[src/common/nvsq_pkg.sv]
// Package of constants for the shadow-SRAM host sequencer
package nvsq_pkg;
   localparam int unsigned CLK_HZ = 10_000_000;
   // ************************************************
   // Device timing (nanoseconds / microseconds / milliseconds)
   // ************************************************
   localparam int unsigned ADDR_ACCESS_TIME_NS = 45;
   localparam int unsigned CS_ACCESS_TIME_NS = 45;
   localparam int unsigned OE_ACCESS_TIME_NS = 20;
   localparam int unsigned DATA_SETUP_WR_END_NS = 15;
   localparam int unsigned WRITE_PULSE_NS = 30;
   localparam int unsigned WRITE_TO_OUTPUT_OFF_DELAY_NS = 15;
   localparam int unsigned LOAD_DURATION_US = 20;
   localparam int unsigned SAVE_DURATION_MS = 10;
   localparam int unsigned POWERUP_LOAD_DURATION_US = 550;
   // Least times round up, at least one cycle
   function automatic int unsigned ns_cyc(input int unsigned ns);
      int unsigned c;
      c = (ns * (CLK_HZ / 1_000_000) + 999) / 1000;
      return (c == 0) ? 1 : c;
   endfunction
   localparam int unsigned READ_CYC = ns_cyc(CS_ACCESS_TIME_NS > ADDR_ACCESS_TIME_NS ?
      CS_ACCESS_TIME_NS : ADDR_ACCESS_TIME_NS) + 1;
   localparam int unsigned WRITE_CYC = ns_cyc(WRITE_PULSE_NS > DATA_SETUP_WR_END_NS +
      WRITE_TO_OUTPUT_OFF_DELAY_NS ? WRITE_PULSE_NS : DATA_SETUP_WR_END_NS +
      WRITE_TO_OUTPUT_OFF_DELAY_NS);
   localparam int unsigned LOAD_CYC = LOAD_DURATION_US * (CLK_HZ / 1_000_000);
   localparam int unsigned SAVE_CYC = SAVE_DURATION_MS * (CLK_HZ / 1000);
   localparam int unsigned PWRUP_CYC = POWERUP_LOAD_DURATION_US * (CLK_HZ / 1_000_000);
   localparam int CNT_W = 20;
   // ************************************************
   // Sequence addresses
   // ************************************************
   localparam logic [13:0] SEQ_A0 = 14'h0E38;
   localparam logic [13:0] SEQ_A1 = 14'h31C7;
   localparam logic [13:0] SEQ_A2 = 14'h03E0;
   localparam logic [13:0] SEQ_A3 = 14'h3C1F;
   localparam logic [13:0] SEQ_A4 = 14'h303F;
   localparam logic [13:0] SEQ_SAVE = 14'h0FC0;
   localparam logic [13:0] SEQ_LOAD = 14'h0C63;
   function automatic logic [13:0] seq_addr(input logic [2:0] i, input logic load);
      case (i)
         3'h0: return SEQ_A0;
         3'h1: return SEQ_A1;
         3'h2: return SEQ_A2;
         3'h3: return SEQ_A3;
         3'h4: return SEQ_A4;
         default: return load ? SEQ_LOAD : SEQ_SAVE;
      endcase
   endfunction
   // ************************************************
   // Host command codes
   // ************************************************
   localparam logic [1:0] CMD_READ = 2'h0;
   localparam logic [1:0] CMD_WRITE = 2'h1;
   localparam logic [1:0] CMD_SAVE = 2'h2;
   localparam logic [1:0] CMD_LOAD = 2'h3;
   typedef enum logic [2:0] {
      NVSQ_IDLE = 3'b000,
      NVSQ_ACC = 3'b001,
      NVSQ_GAP = 3'b011,
      NVSQ_WAIT = 3'b010,
      NVSQ_PWR = 3'b110
   } nvsq_state_e;
endpackage

[src/logic/nvsq_sync.sv]
// Two-flop synchroniser for pin-level inputs
`timescale 1ns/1ps
`default_nettype none
module nvsq_sync import nvsq_pkg::*; #(
   parameter int W = 1
) (
   input wire logic clk,
   input wire logic resetn,
   input wire logic [W-1:0] d,
   output logic [W-1:0] q
);
   logic [W-1:0] meta;
   always_ff @(posedge clk or negedge resetn) begin
      if (!resetn) begin
         meta <= '0;
         q <= '0;
      end else begin
         meta <= d;
         q <= meta;
      end
   end
endmodule
`default_nettype wire

[src/logic/nvsq_host.sv]
// Host sequencer driving the shadow-SRAM pins: access, save and load
`timescale 1ns/1ps
`default_nettype none
module nvsq_host import nvsq_pkg::*; (
   // Clock and reset
   input wire logic SYS_CLK,
   input wire logic RESETN,
   // Command port
   input wire logic CMD_VALID,
   input wire logic [1:0] CMD_OP,
   input wire logic [14:0] CMD_ADDR,
   input wire logic [7:0] CMD_WDATA,
   output logic CMD_READY,
   output logic RSP_VALID,
   output logic [7:0] RSP_RDATA,
   // Supply monitor (asynchronous, high while supply above trip)
   input wire logic SUPPLY_OK,
   // Memory pins
   output logic MEM_CS_N,
   output logic MEM_WE_N,
   output logic MEM_OE_N,
   output logic [14:0] MEM_ADDR,
   input wire logic [7:0] MEM_DQ_I,
   output logic [7:0] MEM_DQ_O,
   output logic MEM_DQ_OE
);
   typedef struct packed {
      nvsq_state_e st;
      logic [1:0] op;
      logic [2:0] step;
      logic [CNT_W-1:0] cnt;
      logic ready;
      logic rsp;
      logic [7:0] rdata;
      logic cs_n;
      logic we_n;
      logic oe_n;
      logic [14:0] addr;
      logic [7:0] dq;
      logic dq_oe;
      logic was_low;
   } nvsq_s;
   nvsq_s r, next_r;
   logic supply_ok;
   nvsq_sync #(.W(1)) u_sync (
      .clk(SYS_CLK),
      .resetn(RESETN),
      .d(SUPPLY_OK),
      .q(supply_ok)
   );
   // Reset asserted, or supply low seen in idle: wait for power-up load before access
   always_comb begin
      next_r = r;
      next_r.rsp = 1'b0;
      next_r.was_low = r.was_low | ~supply_ok;
      case (r.st)
         NVSQ_IDLE: begin
            next_r.ready = 1'b0;
            if (!supply_ok) begin
               next_r.st = NVSQ_PWR;
               next_r.cnt = '0;
            end else if (CMD_VALID && r.ready) begin
               next_r.op = CMD_OP;
               next_r.step = '0;
               next_r.cnt = '0;
               next_r.st = NVSQ_ACC;
               next_r.cs_n = 1'b0;
               if (CMD_OP == CMD_WRITE) begin
                  next_r.addr = CMD_ADDR;
                  next_r.oe_n = 1'b1;
                  next_r.we_n = 1'b0;
                  next_r.dq = CMD_WDATA;
                  next_r.dq_oe = 1'b1;
               end else if (CMD_OP == CMD_READ) begin
                  next_r.addr = CMD_ADDR;
                  next_r.oe_n = 1'b0;
                  next_r.we_n = 1'b1;
               end else begin
                  // Sequence reads: strobe high, outputs off, top bit zero
                  next_r.addr = {1'b0, seq_addr(3'h0, CMD_OP == CMD_LOAD)};
                  next_r.oe_n = 1'b1;
                  next_r.we_n = 1'b1;
               end
            end else begin
               next_r.ready = 1'b1;
            end
         end
         NVSQ_ACC: begin
            // One select fall per access, held for the full cycle
            next_r.cnt = r.cnt + 1'b1;
            if (r.op == CMD_WRITE) begin
               if (r.cnt == CNT_W'(WRITE_CYC - 1)) begin
                  next_r.we_n = 1'b1;
                  next_r.cs_n = 1'b1;
                  next_r.st = NVSQ_GAP;
               end
            end else if (r.cnt == CNT_W'(READ_CYC - 1)) begin
               next_r.rdata = MEM_DQ_I;
               next_r.cs_n = 1'b1;
               next_r.oe_n = 1'b1;
               next_r.st = NVSQ_GAP;
            end
         end
         NVSQ_GAP: begin
            // Address and data held one cycle past the strobe rise
            next_r.dq_oe = 1'b0;
            next_r.cnt = '0;
            if (r.op == CMD_READ || r.op == CMD_WRITE) begin
               next_r.rsp = 1'b1;
               next_r.st = NVSQ_IDLE;
            end else if (r.step == 3'h5) begin
               next_r.st = NVSQ_WAIT;
            end else if (!supply_ok && r.op == CMD_SAVE) begin
               // Device ignores saves below trip; abandon the sequence
               next_r.rsp = 1'b1;
               next_r.st = NVSQ_IDLE;
            end else begin
               // Next sequence step, no intervening access
               next_r.step = r.step + 1'b1;
               next_r.addr = {1'b0, seq_addr(r.step + 1'b1, r.op == CMD_LOAD)};
               next_r.cs_n = 1'b0;
               next_r.st = NVSQ_ACC;
            end
         end
         NVSQ_WAIT: begin
            // Device inaccessible while erase/program or clear/copy runs
            next_r.cnt = r.cnt + 1'b1;
            if (r.cnt == CNT_W'((r.op == CMD_LOAD ? LOAD_CYC : SAVE_CYC) - 1)) begin
               next_r.rsp = 1'b1;
               next_r.st = NVSQ_IDLE;
            end
         end
         default: begin
            // Power-up load: bus parked, strobe high so no write state
            next_r.cs_n = 1'b1;
            next_r.we_n = 1'b1;
            next_r.oe_n = 1'b1;
            next_r.dq_oe = 1'b0;
            next_r.ready = 1'b0;
            if (!supply_ok) begin
               next_r.cnt = '0;
            end else begin
               next_r.cnt = r.cnt + 1'b1;
               if (r.cnt == CNT_W'(PWRUP_CYC - 1)) begin
                  next_r.st = NVSQ_IDLE;
               end
            end
         end
      endcase
   end
   always_ff @(posedge SYS_CLK or negedge RESETN) begin
      if (!RESETN) begin
         r <= '{st: NVSQ_PWR, op: CMD_READ, step: 3'h0, cnt: '0, ready: 1'b0, rsp: 1'b0,
                rdata: 8'h00, cs_n: 1'b1, we_n: 1'b1, oe_n: 1'b1, addr: 15'h0000,
                dq: 8'h00, dq_oe: 1'b0, was_low: 1'b0};
      end else begin
         r <= next_r;
      end
   end
   assign CMD_READY = r.ready;
   assign RSP_VALID = r.rsp;
   assign RSP_RDATA = r.rdata;
   assign MEM_CS_N = r.cs_n;
   assign MEM_WE_N = r.we_n;
   assign MEM_OE_N = r.oe_n;
   assign MEM_ADDR = r.addr;
   assign MEM_DQ_O = r.dq;
   assign MEM_DQ_OE = r.dq_oe;
endmodule
`default_nettype wire

[config.mk]
export PLATFORM = sky130hd
export DESIGN_NAME = nvsq_host
export DESIGN_NICKNAME = d
export VERILOG_FILES = /design/src/common/nvsq_pkg.sv /design/src/logic/nvsq_sync.sv /design/src/logic/nvsq_host.sv
export SDC_FILE = /design/constraint.sdc
export NUM_CORES = 1
export LEC_CHECK = 0
export BUFFER_PORTS_ARGS = -buffer_cell sky130_fd_sc_hd__clkbuf_2
export CAP_MARGIN = 15
export CELL_PAD_IN_SITES_DETAIL_PLACEMENT = 0
export CELL_PAD_IN_SITES_GLOBAL_PLACEMENT = 1
export CORE_UTILIZATION = 33
export DETAILED_ROUTE_END_ITERATION = 6
export GPL_ROUTABILITY_DRIVEN = 0
export GPL_TIMING_DRIVEN = 0
export PLACE_DENSITY = 0.71
export RECOVER_POWER = 50
export SETUP_SLACK_MARGIN = 0.02
export SYNTH_ARGS = -nofsm -noshare
export SYNTH_HDL_FRONTEND = slang
export SYNTH_SLANG_ARGS = --single-unit
[constraint.sdc]
create_clock -name SYS_CLK -period 2.85 [get_ports SYS_CLK]
set_input_delay 0.1425 -clock SYS_CLK [delete_from_list [all_inputs] [get_ports SYS_CLK]]
set_output_delay 0.1425 -clock SYS_CLK [all_outputs]
set_load 0.01 [all_outputs]
==> results.json <==
{
  "diodes": 0,
  "layout.cells.non_filler": 605,
  "postSynthAreaPerCell_um2": 9.74,
  "synth-simple-area-share_pct": 18.9,
  "p_sw_share_pct": 23.4,
  "synth_nets": 418,
  "coreArea_um2": 10500,
  "p_switching_w": 0.000434,
  "yosys.cell_types.count": 54,
  "cts_tree": "built",
  "holdCritStartpoint": "MEM_DQ_I[3]",
  "cts.sinks": 67,
  "clockBufferDepth": 2,
  "ctsRootBufferMaster": "clkbuf_8",
  "ir_drop_mv": 0.204,
  "drc": 0,
  "rows": 37,
  "hold_path_end": "RSP_RDATA[3]",
  "p_clk_share_pct": 43.6,
  "worst_slew_pin_slew_ps": 1530,
  "ys_seq_area_share_pct": 46.3,
  "hpwlAfterDp_um": 6030,
  "syn_inst": 373,
  "hold_path.class": "in -> reg",
  "synth_edf_count": 0,
  "synth_compound_area_share_pct": 12.3,
  "vias": 2951,
  "dp_slack_ps": 457,
  "drt_iter0_markers": 94,
  "combPwrFrac_pct": 4.6,
  "grt_max_degree": 43,
  "synth.top_cell.area_share_pct": 42.7,
  "synth_area_leaders": "dfrtp_1 43%, mux2_2 6.5%, buf_4 6.4%",
  "skew_ps": 13.1,
  "placed_area_um2": 4200,
  "antenna_found_initial": 0,
  "die_x_um": 107,
  "intPower_w": 0.00142,
  "cp-start-kind": "flip-flop",
  "cp_max_fo": 9,
  "arrival_ps": 2730,
  "routed_wl_um": 8050,
  "worstPathRequired_ps": 3140,
  "grt.total_usage_pct": 15.2,
  "synth_top_flop_cell": "dfrtp_1",
  "worstSkewPairLatency_ps": 350,
  "synth_seq_cells": 67,
  "max_cap_viol_count": 1,
  "syn_area_um2": 3630,
  "drive_above_1_share_pct": 31.1,
  "min_period_ps": 2440,
  "die_area_um2": 11400,
  "violations": "capacitance limit, slew limit",
  "max_freq_mhz": 410,
  "status": "complete, but fails checks",
  "finish.utilization_pct": 42.2,
  "num_io_pins": 74,
  "first_global_vias": 2763,
  "htreeDepth": 3,
  "powerDensity_nw_per_um2": 418,
  "crit_type": "reg -> reg",
  "dpl.cell_count": 583,
  "async_flop_share_pct": 100,
  "grt_pass1_wl_um": 13500,
  "synth-xor-area-share_pct": 4.10,
  "die_h_um": 107,
  "slew_violations": 26,
  "synth_top_family_by_area": "simple AND/OR/NAND/NOR gates",
  "pwr-share-seq_pct": 51.8,
  "yosysMostFrequentCell": "dfrtp_1",
  "port_buffers": 73,
  "slew_headroom_pct": -1.98,
  "grt_overflow": 0,
  "p_leak_nw": 2.05,
  "stdcell_area_um2": 4440,
  "ff2ff_setup_slack_ps": 410,
  "area_delta_synth_final_pct": 22.1,
  "dr.pass1.iters": 4,
  "path_clk_slew_ps": 80,
  "period_share_pct": 85.6,
  "setup_viol": 0,
  "yosys.area_share.adder_pct": 2.76,
  "fin_tns_setup_ps": 0,
  "layout.nets": 509,
  "setup_slack_ps": 410,
  "synth_top_cell_by_area": "dfrtp_1",
  "final_antenna_net_count": 0,
  "end_kind": "flip-flop",
  "r2r_cells": 8,
  "synth_warnings": 0,
  "start_util_pct": 34.6,
  "routed_via_density": 4.88,
  "synth.area.mux_share_pct": 6.79,
  "cts_made_buffers": 9,
  "rsz0062_at_grt": "false",
  "whs_path_depth": 2,
  "synth_commonest_cells": "62 x dfrtp_1, 39 x nor2_1, 34 x nand2_1",
  "r2r_start": "r[59]",
  "avgRoutedWirePerCell_um": 13.3,
  "rr_endpoint": "MEM_ADDR[9]",
  "hold_viol": 0
}
==> worst max-delay path, stage by stage (launching register included) <==
cell and delay [ps]:
dfrtp_1 420, ha_1 230, ha_1 270, clkbuf_1 190
or4_1 430, a21oi_1 220, a21oi_1 120, a221oi_1 390
a21o_1 120
==> power groups by stage <==
stage | registers, W | clock network (W) | logic [W]
after floorplan | 0.000977 | 0 | 0.0000251
after CTS | 0.000959 | 0.000846 | 0.0000877
after detailed placement | 0.000978 | 0 | 0.0000821
final | 0.000960 | 0.000809 | 0.0000852
after global placement | 0.000978 | 0 | 0.0000755
after global routing | 0.000960 | 0.000881 | 0.0000990
==> layout make-up <==
cell class / count / area, um2
clock inverter: 6 / 63.8
multi-input combinational: 253 / 1630
clock buffer: 10 / 138
tap: 136 / 170
buffer: 44 / 288
fill: 1065 / 6070
inverter: 9 / 33.8
timing repair buffer: 80 / 432
sequential: 67 / 1680
==> per-stage QoR <==
stage / power (W) / hold slack, ps
after floorplan: 0.00100 / -153
after global placement: 0.00105 / 251
after detailed placement: 0.00106 / 122
after CTS: 0.00189 / 0.368
after global routing: 0.00194 / 2.74
final: 0.00185 / 20.5
==> registers in the layout (all words and copies together) (netlist names) <==
register,cells
MEM_DQ_OE,1
MEM_ADDR,15
MEM_WE_N,1
r,28
RSP_RDATA,8
MEM_CS_N,1
CMD_READY,1
RSP_VALID,1
u_sync.q,1
MEM_DQ_O,8
u_sync.meta,1
MEM_OE_N,1
==> routing by layer <==
layer / routed length [um] / up-vias / part of all wire [%] / global-route usage (%)
met2: 3770 / 63 / 47 / 23.2
met1: 3840 / 1417 / 48 / 20.7
li1: - / 1459 / - / -
met4: 130 / 0 / 1.6 / 6.75
met5: 0 / - / 0 / 0
met3: 309 / 12 / 3.8 / 3.28
==> logic make-up after synthesis <==
| group | count (synthesis) |
|---|---|
| multiplexers | 22 |
| XOR/XNOR | 17 |
| adder cells (fa/ha/maj) | 8 |
| flip-flops | 67 |
| AND/OR/NAND/NOR | 134 |
| AO/OA/AOI/OAI | 72 |
| buffers and inverters | 53 |
==> timing repair <==
| action | in CTS | in global routing |
|---|---|---|
| buffers inserted | 0 | 0 |
| hold buffers | 5 | 1 |
| setup endpoints to repair | 0 | 0 |
| gates resized for setup | 0 | 0 |
| endpoints found under the hold margin | 29 | 1 |
==> worst max path at each step <==
stage | from | to | slack [ps] | depth (start not counted)
floorplan | r[58] | MEM_ADDR[9] | 740 | 8
global placement | r[59] | MEM_ADDR[9] | 450 | 8
detailed placement | r[59] | MEM_ADDR[9] | 460 | 8
CTS | r[59] | MEM_ADDR[9] | 430 | 8
global route | r[59] | MEM_ADDR[1] | 240 | 9
finish | r[59] | MEM_ADDR[9] | 410 | 8
==> layout by cell type (no fill, tap or decap), types with 3 or more instances in the layout <==
cell and n:
buf_4 31, clkbuf_1 25, o31ai_1 3, dfstp_2 5, nand2b_1 4, buf_2 4, or3_1 4, mux2_2 21
dlygate4sd3_1 6, xnor2_1 7, and3_1 6, a21oi_1 18, xor2_1 10, o211ai_1 3, nor2_1 39, nor3_1 8
clkbuf_8 10, a31oi_1 4, nand2_1 34, nand3_1 14, nand4_1 4, inv_1 9, ha_1 8, o21ai_0 24
dfrtp_1 62, clkbuf_2 57
Note: power is estimated with default switching activity, not from simulation.
